File: src/rtl/timer_pkg.sv
// Package: register map, reset values and field positions of the five channel timer core
package timer_pkg;
  // ==========================================
  // Register addresses (word index on the 16-bit bus)
  localparam logic [5:0] ADDR_CNT0 = 6'h00;
  localparam logic [5:0] ADDR_CNT4 = 6'h04;
  localparam logic [5:0] ADDR_COMPARE_A_CH0 = 6'h08;
  localparam logic [5:0] ADDR_COMPARE_A_CH4 = 6'h0c;
  localparam logic [5:0] ADDR_COMPARE_B_CH0 = 6'h10;
  localparam logic [5:0] ADDR_COMPARE_B_CH4 = 6'h14;
  localparam logic [5:0] ADDR_BUFFER_A_CH3 = 6'h18;
  localparam logic [5:0] ADDR_BUFFER_B_CH3 = 6'h19;
  localparam logic [5:0] ADDR_BUFFER_A_CH4 = 6'h1a;
  localparam logic [5:0] ADDR_BUFFER_B_CH4 = 6'h1b;
  localparam logic [5:0] ADDR_COMB = 6'h1c;
  localparam logic [5:0] ADDR_OLVL = 6'h1d;
  localparam logic [5:0] ADDR_START = 6'h1e;
  localparam logic [5:0] ADDR_CHCFG0 = 6'h20;
  localparam logic [5:0] ADDR_CHCFG4 = 6'h24;
  localparam logic [5:0] ADDR_STAT0 = 6'h28;
  localparam logic [5:0] ADDR_STAT4 = 6'h2c;
  // ==========================================
  // Reset values, counter maximum and fixed read bits
  localparam logic [15:0] CNT_RESET = 16'h0000;
  localparam logic [15:0] GR_RESET = 16'hffff;
  localparam logic [15:0] CNT_MAX = 16'hffff;
  localparam logic [5:0] COMB_RESET = 6'h00;
  localparam logic [1:0] OLVL_RESET = 2'h3;
  localparam logic [7:0] COMB_FIXED = 8'h40;
  localparam logic [7:0] OLVL_FIXED = 8'h7c;
  // ==========================================
  // Field positions, pairing codes and channel count
  localparam int COMB_SEL_HI = 5;
  localparam int COMB_SEL_LO = 4;
  localparam logic [1:0] COMB_COMPL = 2'h2;
  localparam logic [1:0] COMB_RSYNC = 2'h3;
  localparam int CFG_IOA_CAP = 0;
  localparam int CFG_IOA_OE = 1;
  localparam int CFG_IOB_CAP = 2;
  localparam int CFG_IOB_OE = 3;
  localparam int CFG_CLR_A = 4;
  localparam int CFG_CLR_B = 5;
  localparam int CFG_PWM = 6;
  localparam int CFG_DOWN_EN = 7;
  localparam int STAT_MATCH_CAPTURE_FLAG_A = 0;
  localparam int STAT_MATCH_CAPTURE_FLAG_B = 1;
  localparam int STAT_OVF = 2;
  localparam int NCH = 5;
endpackage

File: src/rtl/byte_lane_write.sv
// Byte lane merge for 16-bit registers
`timescale 1ns/1ps
module byte_lane_write (
  input wire logic [15:0] old_i,
  input wire logic [15:0] wdata_i,
  input wire logic [1:0] be_i,
  output logic [15:0] merged_o
);
  assign merged_o = {be_i[1] ? wdata_i[15:8] : old_i[15:8],
                     be_i[0] ? wdata_i[7:0] : old_i[7:0]};
endmodule

File: src/rtl/edge_capture_sync.sv
// Two-stage synchroniser with edge detect for capture pins
`timescale 1ns/1ps
module edge_capture_sync (
  input wire logic clock_i,
  input wire logic rst_i,
  input wire logic pin_i,
  output logic rise_o
);
  logic s1_q;
  logic s2_q;
  logic s3_q;
  always_ff @(posedge clock_i) begin
    if (rst_i) begin
      s1_q <= 1'b0;
      s2_q <= 1'b0;
      s3_q <= 1'b0;
    end else begin
      s1_q <= pin_i;
      s2_q <= s1_q;
      s3_q <= s2_q;
    end
  end
  // Only the second and third stages feed the edge detector
  assign rise_o = s2_q & ~s3_q;
endmodule

File: src/rtl/five_channel_timer_compare_core.sv
// Top of the five channel 16-bit timer compare/capture core
// What this block does
// - Combination/buffer control is 8 bits, resets to 0x40, bit 6 reads one.
// - Bits 5:4 select normal, complementary PWM or reset-synchronised PWM pairing.
// - Combination PWM selection overrides channel 3 and 4 PWM mode bits.
// - Four buffer enables pair compare registers with buffer registers for channels 3, 4.
// - Level bit 1 inverts ch3 A and ch4 A/B outputs in combination modes only.
// - Level bit 0 inverts ch3 B and ch4 complementary outputs in combination modes.
// - Output level control is 8 bits, resets to 0x7F, bits 6:2 read one.
// - Five 16-bit counters, one per channel, each advancing on its count tick.
// - Counters 0,1 only up; 2 up/down in phase mode; 3,4 in complementary PWM.
// - Counter clears on A or B match or capture when its clear selection asks.
// - Overflow flag sets on wrap up from all ones and down from zero.
// - Counters, compare and buffer registers are word or byte accessible.
// - Counters reset to zero.
// - Each channel has compare registers A and B, compare or capture by config.
// - Output compare matches set the flag and drive the pin level when enabled.
// - Capture edge latches counter and sets flag in the same cycle.
// - Compare/capture selection is ignored in PWM and combination modes.
// - Compare registers reset to 0xFFFF as compare with pin output disabled.
// - Buffered compare match copies buffer into compare register; buffers reset 0xFFFF.
// - Buffered capture moves old compare value to buffer before latching new.
`timescale 1ns/1ps
module five_channel_timer_compare_core (
  input wire logic clock_i,
  input wire logic rst_i,
  input wire logic standby_i,
  input wire logic [5:0] addr_i,
  input wire logic [15:0] wdata_i,
  input wire logic [1:0] be_i,
  input wire logic wr_i,
  input wire logic rd_i,
  input wire logic [4:0] count_tick_i,
  input wire logic [4:0] phase_down_i,
  input wire logic [4:0] cap_a_i,
  input wire logic [4:0] cap_b_i,
  output logic [15:0] rdata_o,
  output logic [4:0] pin_a_o,
  output logic [4:0] pin_b_o,
  output logic [4:0] pin_a_oe_o,
  output logic [4:0] pin_b_oe_o,
  output logic ch4_comp_out_a_o,
  output logic ch4_comp_out_b_o
);
  localparam int N = timer_pkg::NCH;
  // ==========================================
  // State
  logic init;
  logic [15:0] cnt_q [N];
  logic [15:0] gra_q [N];
  logic [15:0] grb_q [N];
  logic [15:0] bra_q [2];
  logic [15:0] brb_q [2];
  logic [7:0] cfg_q [N];
  logic [2:0] stat_q [N];
  logic [2:0] seen_q [N];
  logic [4:0] start_q;
  logic [5:0] comb_q;
  logic [1:0] olvl_q;
  logic [4:0] pa_q;
  logic [4:0] pb_q;
  logic [4:0] pa_oe_q;
  logic [4:0] pb_oe_q;
  logic cxa_q;
  logic cxb_q;
  logic [15:0] rdata_q;
  logic [4:0] cap_a_rise;
  logic [4:0] cap_b_rise;
  logic [4:0] tick_s1_q;
  logic [4:0] tick_s2_q;
  logic [4:0] dir_s1_q;
  logic [4:0] dir_s2_q;
  assign init = rst_i | standby_i;
  // ==========================================
  // Pin inputs
  always_ff @(posedge clock_i) begin
    tick_s1_q <= count_tick_i;
    tick_s2_q <= tick_s1_q;
    dir_s1_q <= phase_down_i;
    dir_s2_q <= dir_s1_q;
  end
  genvar g;
  generate
    for (g = 0; g < N; g++) begin : g_sync
      edge_capture_sync u_sa (.clock_i(clock_i), .rst_i(init), .pin_i(cap_a_i[g]),
                              .rise_o(cap_a_rise[g]));
      edge_capture_sync u_sb (.clock_i(clock_i), .rst_i(init), .pin_i(cap_b_i[g]),
                              .rise_o(cap_b_rise[g]));
    end
  endgenerate
  // ==========================================
  // Decode
  wire [1:0] comb_sel = comb_q[timer_pkg::COMB_SEL_HI:timer_pkg::COMB_SEL_LO];
  wire compl_mode = (comb_sel == timer_pkg::COMB_COMPL);
  wire rsync_mode = (comb_sel == timer_pkg::COMB_RSYNC);
  wire comb_mode = compl_mode | rsync_mode;
  wire [3:0] buf_en = comb_q[3:0];
  wire [7:0] comb_rd = timer_pkg::COMB_FIXED | {2'h0, comb_q};
  wire [7:0] olvl_rd = timer_pkg::OLVL_FIXED | {6'h00, olvl_q};
  wire [15:0] cur_rd;
  function automatic logic in_range(input logic [5:0] a, input logic [5:0] lo);
    in_range = (a >= lo) && (a < lo + 6'(N));
  endfunction
  function automatic logic [2:0] idx(input logic [5:0] a, input logic [5:0] lo);
    idx = 3'(a - lo);
  endfunction
  wire sel_cnt = in_range(addr_i, timer_pkg::ADDR_CNT0);
  wire sel_gra = in_range(addr_i, timer_pkg::ADDR_COMPARE_A_CH0);
  wire sel_grb = in_range(addr_i, timer_pkg::ADDR_COMPARE_B_CH0);
  wire sel_cfg = in_range(addr_i, timer_pkg::ADDR_CHCFG0);
  wire sel_stat = in_range(addr_i, timer_pkg::ADDR_STAT0);
  wire [2:0] ci = idx(addr_i, sel_cnt ? timer_pkg::ADDR_CNT0 : sel_gra ? timer_pkg::ADDR_COMPARE_A_CH0 :
                   sel_grb ? timer_pkg::ADDR_COMPARE_B_CH0 : sel_cfg ? timer_pkg::ADDR_CHCFG0 :
                   timer_pkg::ADDR_STAT0);
  wire [1:0] bi = addr_i[1:0];
  wire sel_bra = (addr_i == timer_pkg::ADDR_BUFFER_A_CH3) || (addr_i == timer_pkg::ADDR_BUFFER_A_CH4);
  wire sel_brb = (addr_i == timer_pkg::ADDR_BUFFER_B_CH3) || (addr_i == timer_pkg::ADDR_BUFFER_B_CH4);
  wire [0:0] bch = (addr_i == timer_pkg::ADDR_BUFFER_A_CH4) || (addr_i == timer_pkg::ADDR_BUFFER_B_CH4);
  assign cur_rd = sel_cnt ? cnt_q[ci] : sel_gra ? gra_q[ci] : sel_grb ? grb_q[ci] :
                  sel_bra ? bra_q[bch] : sel_brb ? brb_q[bch] :
                  sel_cfg ? {8'h00, cfg_q[ci]} : sel_stat ? {13'h0000, stat_q[ci]} :
                  (addr_i == timer_pkg::ADDR_COMB) ? {8'h00, comb_rd} :
                  (addr_i == timer_pkg::ADDR_OLVL) ? {8'h00, olvl_rd} :
                  (addr_i == timer_pkg::ADDR_START) ? {11'h000, start_q} : 16'h0000;
  logic [15:0] merged;
  byte_lane_write u_merge (.old_i(cur_rd), .wdata_i(wdata_i), .be_i(be_i),
                           .merged_o(merged));
  // ==========================================
  // Per channel events
  logic [4:0] pwm_eff;
  logic [4:0] cap_a_mode;
  logic [4:0] cap_b_mode;
  logic [4:0] ev_a;
  logic [4:0] ev_b;
  logic [4:0] match_a;
  logic [4:0] match_b;
  logic [4:0] counting_down;
  logic [4:0] tick;
  always_comb begin
    for (int c = 0; c < N; c++) begin
      tick[c] = tick_s2_q[c] & start_q[c];
      // Combination modes take precedence over per-channel PWM on channels 3 and 4
      pwm_eff[c] = (c >= 3) ? (comb_mode | cfg_q[c][timer_pkg::CFG_PWM])
                            : cfg_q[c][timer_pkg::CFG_PWM];
      cap_a_mode[c] = cfg_q[c][timer_pkg::CFG_IOA_CAP] & ~pwm_eff[c];
      cap_b_mode[c] = cfg_q[c][timer_pkg::CFG_IOB_CAP] & ~pwm_eff[c];
      match_a[c] = ~cap_a_mode[c] & (cnt_q[c] == gra_q[c]);
      match_b[c] = ~cap_b_mode[c] & (cnt_q[c] == grb_q[c]);
      ev_a[c] = cap_a_mode[c] ? cap_a_rise[c] : match_a[c];
      ev_b[c] = cap_b_mode[c] ? cap_b_rise[c] : match_b[c];
      // Down counting only where the mode allows it
      counting_down[c] = dir_s2_q[c] & cfg_q[c][timer_pkg::CFG_DOWN_EN] &
                         (c == 2 || ((c >= 3) && compl_mode));
    end
  end
  wire bus_wr = wr_i & (be_i != 2'b00);
  // ==========================================
  // Channel registers
  always_ff @(posedge clock_i) begin
    if (init) begin
      for (int c = 0; c < N; c++) begin
        cnt_q[c] <= timer_pkg::CNT_RESET;
        gra_q[c] <= timer_pkg::GR_RESET;
        grb_q[c] <= timer_pkg::GR_RESET;
        cfg_q[c] <= 8'h00;
        stat_q[c] <= 3'h0;
        seen_q[c] <= 3'h0;
      end
      for (int k = 0; k < 2; k++) begin
        bra_q[k] <= timer_pkg::GR_RESET;
        brb_q[k] <= timer_pkg::GR_RESET;
      end
    end else begin
      for (int c = 0; c < N; c++) begin
        // Counter: clear beats count, bus write beats both
        if (bus_wr && sel_cnt && ci == 3'(c)) begin
          cnt_q[c] <= merged;
        end else if ((cfg_q[c][timer_pkg::CFG_CLR_A] && ev_a[c]) ||
                     (cfg_q[c][timer_pkg::CFG_CLR_B] && ev_b[c])) begin
          cnt_q[c] <= timer_pkg::CNT_RESET;
        end else if (tick[c]) begin
          cnt_q[c] <= counting_down[c] ? cnt_q[c] - 16'h0001 : cnt_q[c] + 16'h0001;
        end
        // Compare register A
        if (bus_wr && sel_gra && ci == 3'(c)) begin
          gra_q[c] <= merged;
        end else if (cap_a_mode[c] && cap_a_rise[c]) begin
          gra_q[c] <= cnt_q[c];
        // Index folded from the channel number so channels 0 to 2 never select out of range
        end else if (c >= 3 && buf_en[{1'(c + 1), 1'b0}] && match_a[c]) begin
          gra_q[c] <= bra_q[1'(c + 1)];
        end
        if (bus_wr && sel_grb && ci == 3'(c)) begin
          grb_q[c] <= merged;
        end else if (cap_b_mode[c] && cap_b_rise[c]) begin
          grb_q[c] <= cnt_q[c];
        end else if (c >= 3 && buf_en[{1'(c + 1), 1'b1}] && match_b[c]) begin
          grb_q[c] <= brb_q[1'(c + 1)];
        end
        if (bus_wr && sel_cfg && ci == 3'(c)) begin
          cfg_q[c] <= merged[7:0];
        end
        // Flags: a hardware set wins over a software clear in the same cycle
        begin
          logic [2:0] hw;
          logic [2:0] clr;
          hw = {tick[c] && (counting_down[c] ? cnt_q[c] == timer_pkg::CNT_RESET
                                             : cnt_q[c] == timer_pkg::CNT_MAX),
                ev_b[c], ev_a[c]};
          clr = (bus_wr && be_i[0] && sel_stat && ci == 3'(c)) ?
                (seen_q[c] & ~wdata_i[2:0]) : 3'h0;
          stat_q[c] <= (stat_q[c] & ~clr) | hw;
          if (rd_i && sel_stat && ci == 3'(c)) begin
            seen_q[c] <= stat_q[c];
          end else begin
            seen_q[c] <= seen_q[c] & ~clr;
          end
        end
      end
      for (int k = 0; k < 2; k++) begin
        if (bus_wr && sel_bra && bch == 1'(k)) begin
          bra_q[k] <= merged;
        end else if (buf_en[k * 2] && cap_a_mode[k + 3] && cap_a_rise[k + 3]) begin
          bra_q[k] <= gra_q[k + 3];
        end
        if (bus_wr && sel_brb && bch == 1'(k)) begin
          brb_q[k] <= merged;
        end else if (buf_en[k * 2 + 1] && cap_b_mode[k + 3] && cap_b_rise[k + 3]) begin
          brb_q[k] <= grb_q[k + 3];
        end
      end
    end
  end
  // ==========================================
  // Global control and read data
  always_ff @(posedge clock_i) begin
    if (init) begin
      comb_q <= timer_pkg::COMB_RESET;
      olvl_q <= timer_pkg::OLVL_RESET;
      start_q <= 5'h00;
      rdata_q <= 16'h0000;
    end else begin
      if (bus_wr && be_i[0] && addr_i == timer_pkg::ADDR_COMB) begin
        comb_q <= wdata_i[5:0];
      end
      if (bus_wr && be_i[0] && addr_i == timer_pkg::ADDR_OLVL) begin
        olvl_q <= wdata_i[1:0];
      end
      if (bus_wr && be_i[0] && addr_i == timer_pkg::ADDR_START) begin
        start_q <= wdata_i[4:0];
      end
      rdata_q <= rd_i ? cur_rd : 16'h0000;
    end
  end
  // ==========================================
  // Pin outputs
  logic [4:0] pa_d;
  logic [4:0] pb_d;
  always_comb begin
    pa_d = pa_q;
    pb_d = pb_q;
    for (int c = 0; c < N; c++) begin
      if (pwm_eff[c]) begin
        if (match_a[c]) pa_d[c] = 1'b1;
        if (match_b[c]) pa_d[c] = 1'b0;
      end else begin
        if (match_a[c] && cfg_q[c][timer_pkg::CFG_IOA_OE]) pa_d[c] = ~pa_q[c];
        if (match_b[c] && cfg_q[c][timer_pkg::CFG_IOB_OE]) pb_d[c] = ~pb_q[c];
      end
    end
  end
  // Waveform detail of the combination modes is simplified: the inversion only
  wire inv1 = comb_mode & ~olvl_q[1];
  wire inv0 = comb_mode & ~olvl_q[0];
  // Inversion is folded in ahead of the pin flops, so a level change shows one cycle later
  logic [4:0] pin_a_q;
  logic [4:0] pin_b_q;
  always_ff @(posedge clock_i) begin
    if (init) begin
      pa_q <= 5'h00;
      pb_q <= 5'h00;
      pin_a_q <= 5'h00;
      pin_b_q <= 5'h00;
      pa_oe_q <= 5'h00;
      pb_oe_q <= 5'h00;
      cxa_q <= 1'b0;
      cxb_q <= 1'b0;
    end else begin
      pa_q <= pa_d;
      pb_q <= pb_d;
      pin_a_q <= pa_d ^ {inv1, inv1, 3'b000};
      pin_b_q <= pb_d ^ {inv1, inv0, 3'b000};
      for (int c = 0; c < N; c++) begin
        pa_oe_q[c] <= pwm_eff[c] | (~cap_a_mode[c] & cfg_q[c][timer_pkg::CFG_IOA_OE]);
        pb_oe_q[c] <= (c >= 3 && comb_mode) |
                      (~pwm_eff[c] & ~cap_b_mode[c] & cfg_q[c][timer_pkg::CFG_IOB_OE]);
      end
      cxa_q <= (comb_mode & ~pa_d[4]) ^ inv0;
      cxb_q <= (comb_mode & ~pb_d[4]) ^ inv0;
    end
  end
  assign pin_a_o = pin_a_q;
  assign pin_b_o = pin_b_q;
  assign ch4_comp_out_a_o = cxa_q;
  assign ch4_comp_out_b_o = cxb_q;
  assign pin_a_oe_o = pa_oe_q;
  assign pin_b_oe_o = pb_oe_q;
  assign rdata_o = rdata_q;
endmodule

File: config.mk
export PLATFORM = sky130hd
export DESIGN_NAME = five_channel_timer_compare_core
export DESIGN_NICKNAME = d
export VERILOG_FILES = /design/src/rtl/timer_pkg.sv /design/src/rtl/byte_lane_write.sv /design/src/rtl/edge_capture_sync.sv /design/src/rtl/five_channel_timer_compare_core.sv
export SDC_FILE = /design/constraint.sdc
export NUM_CORES = 1
export LEC_CHECK = 0
export BUFFER_PORTS_ARGS = -buffer_cell sky130_fd_sc_hd__buf_2
export CORE_MARGIN = 2
export CORE_UTILIZATION = 36
export DETAILED_ROUTE_END_ITERATION = 12
export GPL_TIMING_DRIVEN = 0
export PLACE_DENSITY = 0.56
export SETUP_SLACK_MARGIN = 0.05
export SLEW_MARGIN = 10
export SYNTH_ARGS = -nofsm -noshare
export SYNTH_HDL_FRONTEND = slang
export SYNTH_HIERARCHICAL = 1
export SYNTH_SLANG_ARGS = --single-unit
File: constraint.sdc
create_clock -name clock_i -period 3.25 [get_ports clock_i]
set_input_delay 0.4875 -clock clock_i [delete_from_list [all_inputs] [get_ports clock_i]]
set_output_delay 0.4875 -clock clock_i [all_outputs]
set_load 0.03 [all_outputs]
======== After elaboration in Yosys (flattened, before gate mapping) ========
Memory sizes are Yosys's and may differ from the RTL's.
Cells that the tools add are included.
storage, ports and cells
  input bits .............................. 49
  bits in writable memories ............... 374
  bits in registers ....................... 111
  output and inout port bits .............. 38
  memories ................................ 8
operators by class
  magnitude comparators ................... 10
  equality and inequality tests ........... 28
  muxes and demuxes ....................... 359
  reductions and logical operators ........ 112
  $add $sub $neg .......................... 9
  bitwise logic cells ..................... 209
memories
  name         depth  width  rd ports  clocked after memory_dff  write ports  RTL line                               RTL
  cnt_q        5      16     6         0                         5            five_channel_timer_compare_core.sv:49  logic [15:0] cnt_q [N];
  gra_q        5      16     6         0                         5            five_channel_timer_compare_core.sv:50  logic [15:0] gra_q [N];
  grb_q        5      16     6         0                         5            five_channel_timer_compare_core.sv:51  logic [15:0] grb_q [N];
  cfg_q        5      8      6         0                         5            five_channel_timer_compare_core.sv:54  logic [7:0] cfg_q [N];
  bra_q        2      16     3         0                         2            five_channel_timer_compare_core.sv:52  logic [15:0] bra_q [2];
  brb_q        2      16     3         0                         2            five_channel_timer_compare_core.sv:53  logic [15:0] brb_q [2];
  +2 memories  n/a    n/a    n/a       n/a                       n/a          n/a
operator list
  cell                     number
  $mux W16                 55
  $mux W1                  269
  $eq A16 B16 Y1           10
  $logic_and A1 B1 Y1      98
  $add A16 B1 Y16 const B  5
  $eq A16 B16 Y1 const B   5
  $or A1 B1 Y1             78
  $mux W3                  23
  $mux W8                  8
  $and A1 B1 Y1            60
  $logic_not A16 Y1        3
  $sub A16 B1 Y16 const B  3
  $and A3 B3 Y3            15
  $eq A6 B5 Y1 const B     7
  $not A1 Y1               41
  $mux W7                  3
  $not A3 Y3               6
  $or A3 B3 Y3             5
  $ge A6 B6 Y1 const B     2
  $lt A6 B6 Y1 const B     2
  $xor A5 B5 Y5            2
  $logic_or A1 B1 Y1       8
  $eq A3 B2 Y1 const B     2
  $ge A6 B1 Y1 const B     1
  14 further kinds         16

======== Depth between registers and ports, before layout ========
An unclocked memory read counts as a cell.
  depth after elaboration ................. 18
  mapped depth ............................ 15
  mapped depth without buffers ............ 12

======== By module ========
Netlist, hierarchy kept.
by module, submodules not included
  module                           sequential area each (um^2)  cells each  instances  area an instance (um^2)
  five_channel_timer_compare_core  12502.0                      2810        1          27547.7
  edge_capture_sync                60.1                         7           10         87.6
  byte_lane_write                  0.0                          18          1          262.8

======== Worst setup path after synthesis ========
No wires, ideal clock.
  kind .................................... input-to-reg
  start ................................... input port addr_i[1]
  end ..................................... memory gra_q[4][14] (data pin)
  path buffers ............................ 7
  stages on the path ...................... 15
  setup time .............................. 0.259 ns
  required time ........................... 2.991 ns
  arrival ................................. 3.271 ns
  path slack .............................. -0.280 ns
  cells stage by stage .................... buf_2 > buf_2 > buf_2 > buf_2 > buf_2 > mux4_2 > nand2_1 > a21oi_1 > a211oi_1 > nor2_1 > mux2_4 > clkbuf_1 > clkbuf_1 > o21ai_0 > nand2_1
RTL lines
  what         RTL line                               RTL
  from (decl)  five_channel_timer_compare_core.sv:28  input wire logic [5:0] addr_i,
  to (decl)    five_channel_timer_compare_core.sv:50

==> run summary <==
CTS
------------------------------------------------------------------------------------
CTS Root Cell                                                              clkbuf_16
Clock insertion delay at the later pin of the skew report                     630 ps
Number of buffers inserted during clock tree synthesis                            54
Number of sinks on the clock net                                                 475
Maximum clock insertion buffer count                                               3
CTS clk-pin slew, worst paths                                                  60 ps
CTS HTree Levels                                                                   2
TritonCTS clock tree                                                            done

SYNTH
------------------------------------------------------------------------------------
Most numerous cell in the Yosys netlist                                      nand2_1
Synthesized netlist cell count                                                  2898
Most instantiated flip-flop cell in the synthesis netlist                   edfxtp_1
Asr flop ratio synth                                                               0
Synthesis-stage register bit count                                               475
Average footprint of a synthesized cell                                   9.90 sq um
Syn. warnings                                                                      6
Dominant cell type by area after synthesis                                  edfxtp_1
Proportion of netlist area held by the largest area contributor                0.376
Netlist area before placement                                           0.0287 sq mm
Count of cell types in the netlist                                                87
Cell types with the largest area share after synthesis                  edfxtp_1, dfxtp_1, mux4_2
Top cell types by occurrence after synthesis                            nand2_1, edfxtp_1, nor2_1
Number of flops mapped to enable cells by yosys                                  359
Part of the Yosys area used for sequential elements                            0.457

GRT
------------------------------------------------------------------------------------
Antenna violations before repair                                                   4
Vias in the first global route                                                 23800
GRT overflow                                                                       0
Tot GR Track Use                                                               0.293
Pin count of the biggest net entering global routing                              29
Wire length of the first global-routing pass                                  172 mm

OUTCOME
------------------------------------------------------------------------------------
Result of the run                                                       finished with violations
Violated checks                                                         setup timing

PLACED DESIGN
------------------------------------------------------------------------------------
Count of input and output buffers                                                 81
Weighted congestion at the end of routability-driven global placement           1.01
HPWL after detailed placement                                                94.6 mm

FINISH
------------------------------------------------------------------------------------
Multi-input gate area in the final layout                               0.0149 sq mm
Flip-flop and latch area                                                0.0131 sq mm
Net count, final                                                                3212
Layout Area Growth over Synthesis                                              17.8%
Fraction of layout cells with a size suffix above 1                            0.211
Fill count                                                                      7669
Final core utilization                                                         0.428

FLOORPLAN
------------------------------------------------------------------------------------
Vert. Die Dim                                                            286 microns
Total number of placement rows                                                   103
Std-Cell Core Area                                                      0.0790 sq mm
Total Die Area                                                          0.0820 sq mm
Horizontal extent of the die                                             286 microns
Initial Util                                                                   0.363
I/O pin count                                                                     87

SETUP PATH
------------------------------------------------------------------------------------
Critical R2R Capture                                                    cfg_q[4][7]$_DFFE_PP_
Ordered list of cells on the worst path                                 buf_4 > buf_6 > buf_6 > buf_6 > buf_4 > o21ai_0 > a22oi_1 > o21ai_0 > a211o_1 > mux2_4 > clkbuf_2 > and2_1
Crit path largest cell delay                                                  370 ps
Number of buffers and inverters on the critical path                               6
Largest fanout of any net on the critical path                                    10
Arrival time at the worst endpoint                                           3630 ps
Crit path top cell by count                                                    buf_6
CP startpoint kind                                                         input pin
Length in cells of the worst reg-to-reg path                                       9
R2r setup slk                                                                 -30 ps
Master of the slowest instance on the critical path                           and2_1
Family with the most delay on the worst path                            buffers and inverters
Worst Path Class, Setup                                                 input pin to flop
Type of destination of the critical path                                        flop
Worst Path Required                                                          3590 ps
Startpoint of the lowest-slack register-to-register path                cfg_q[2][7]$_DFFE_PP_

POWER
------------------------------------------------------------------------------------
Final Power                                                                  15.0 mW
Combinational power share                                                      0.124
Sw power                                                                     4.09 mW
Leakage power figure                                                         11.7 nW
Switch share                                                                   0.273
PwrDens                                                                  444 mW/mm^2
Internal power contribution                                                  10.9 mW
Sequential Power Share                                                         0.449
Clock group share of total power                                               0.427
Worst vdd ir                                                                0.379 mV

DRT
------------------------------------------------------------------------------------
Overall via count from detail_route                                            25200
Wire length after detailed routing                                            123 mm
Detailed-route DRC error count                                                     0
First-pass DRT Iterations                                                          6
Via density per instance                                                        5.98
Post-DR wirelength/cell                                                 29.2 microns
Final ANT Viol Nets                                                                0
Iteration-0 DRC count of the detailed router                                    3436

STA
------------------------------------------------------------------------------------
Post-layout minimum cycle time                                               3300 ps
Highest Clock Rate                                                           303 MHz
Accumulated negative setup slack                                             -371 ps
Period utilization                                                              1.01
Clk_skew                                                                     25.5 ps
Smallest setup slack after layout                                           -46.8 ps
Setup repair after global routing missed its margin                             true
Final-report hold violation count                                                  0
Slew @ Worst Pin                                                             1190 ps
Max Transition Viols Final                                                         0
Rel. slew slack                                                                0.200
Number of setup violations in the final report                                    12

HOLD PATH
------------------------------------------------------------------------------------
Worst Hold Depth                                                                   2
Min-delay src                                                             cap_b_i[3]
Hold crit path type                                                     input pin to flop
Worst min-delay path endpoint                                           g_sync[3].u_sb/s1_q$_SDFF_PP0_

JOB
------------------------------------------------------------------------------------
Max-capacitance violation count                                                    0

-- sequential cells by signal (all words and copies together), names as in the netlist, 6 cells and up --
| register | cells |
|---|---|
| bra_q | 32 |
| brb_q | 32 |
| cfg_q | 40 |
| cnt_q | 80 |
| comb_q | 6 |
| gra_q | 80 |
| grb_q | 80 |
| rdata_o | 16 |
| seen_q | 15 |
| stat_q | 15 |
-- per-stage QoR --
stage	setup WS, ps	std cells	cell area (sq um)	hold slack [ps]
6_report	-46.8	4212	33800	69.2
4_1_cts	46.7	4191	33300	58.8
5_1_grt	-50.8	4211	33800	72.2
3_3_place_gp	-2450	4043	30500	311
2_1_floorplan	40.1	2912	28800	310
3_5_place_dp	-2120	4050	30600	314
-- area by class of cell --
class                      count  share of cell area
tap                         1050              0.0389
sequential                   475               0.388
clock inverter                31             0.00855
timing repair buffer         159              0.0325
multi-input combinational   2153               0.440
inverter                      34             0.00407
buffer                       239              0.0424
antenna                        1           0.0000741
clock buffer                  70              0.0452
-- placed cells by master (no fill, tap or decap), types with 12 or more instances in the layout --
master     count
and3_1        31
a22oi_1       71
clkinv_2      15
clkbuf_1      62
mux2_4        16
and2_1        20
buf_2        160
o21ai_1       16
buf_6         22
a21o_1        12
o21ai_0       59
nand2_1      445
nand2b_1      17
nor2b_1       51
clkbuf_4      14
o22ai_1       14
dfxtp_1      115
or3_1         12
a32o_1        17
clkbuf_2      30
inv_1         31
clkbuf_16     56
nand3b_1      16
o211ai_1      18
nor4_1        21
mux4_2        85
nor3_1        51
nor2_1       266
xor2_1        97
mux2i_1       56
a21oi_1      141
ha_1          37
xnor2_1      141
buf_4         90
edfxtp_1     359
conb_1        15
nand4_1       46
nand3_1      171
-- what timing repair did --
| item | 4_1_cts | 5_1_grt |
|---|---|---|
| setup endpoints to repair | 488 | 246 |
| setup buffers | 42 | 21 |
| hold endpoints to repair | 8 | 0 |
| resized for setup | 130 | 110 |
| pin swaps | 20 | 23 |
| hold buffers | 8 | 0 |
-- kinds of logic after synthesis --
kind of cell	share of synthesized area
DFF	0.457
adders and majority gates	0.0213
buffers and inverters	0.0453
muxes	0.0946
and+or+nand+nor	0.202
AOI/OAI and AO/OA	0.107
xor gates and xnor gates	0.0733
other	0.000131
-- power by group through the flow --
| stage | registers (mW) | logic, mW | clock network (mW) |
|---|---|---|---|
| floorplan | 6.82 | 0.965 | 0 |
| global placement | 6.85 | 1.67 | 0 |
| detailed placement | 6.86 | 1.68 | 0 |
| CTS | 6.73 | 1.76 | 6.43 |
| global route | 6.74 | 1.92 | 6.67 |
| finish | 6.74 | 1.86 | 6.41 |
-- how the worst max path moves through the flow --
stage	startpoint	cells after the start	end	slack, ps
floorplan	addr_i[0]	13	gra_q[4][14]$_DFFE_PP_	40
global placement	addr_i[3]	11	gra_q[4][10]$_DFFE_PP_	-2450
detailed placement	addr_i[3]	11	grb_q[4][8]$_DFFE_PP_	-2120
CTS	comb_q[5]$_SDFFE_PN0P_	15	cnt_q[3][15]$_SDFFCE_PP0P_	50
global route	comb_q[5]$_SDFFE_PN0P_	16	cnt_q[3][15]$_SDFFCE_PP0P_	-50
finish	addr_i[1]	12	cfg_q[0][1]$_DFFE_PP_	-50
-- routing by layer --
layer  vias up  GRT usage  share of wire
met1     12300      0.380           0.38
met5         -          0        0.00020
met2      1587      0.450           0.44
li1      10900          -              -
met4         4      0.149          0.060
met3       341     0.0791           0.12
(Power assumes the default switching activity.)
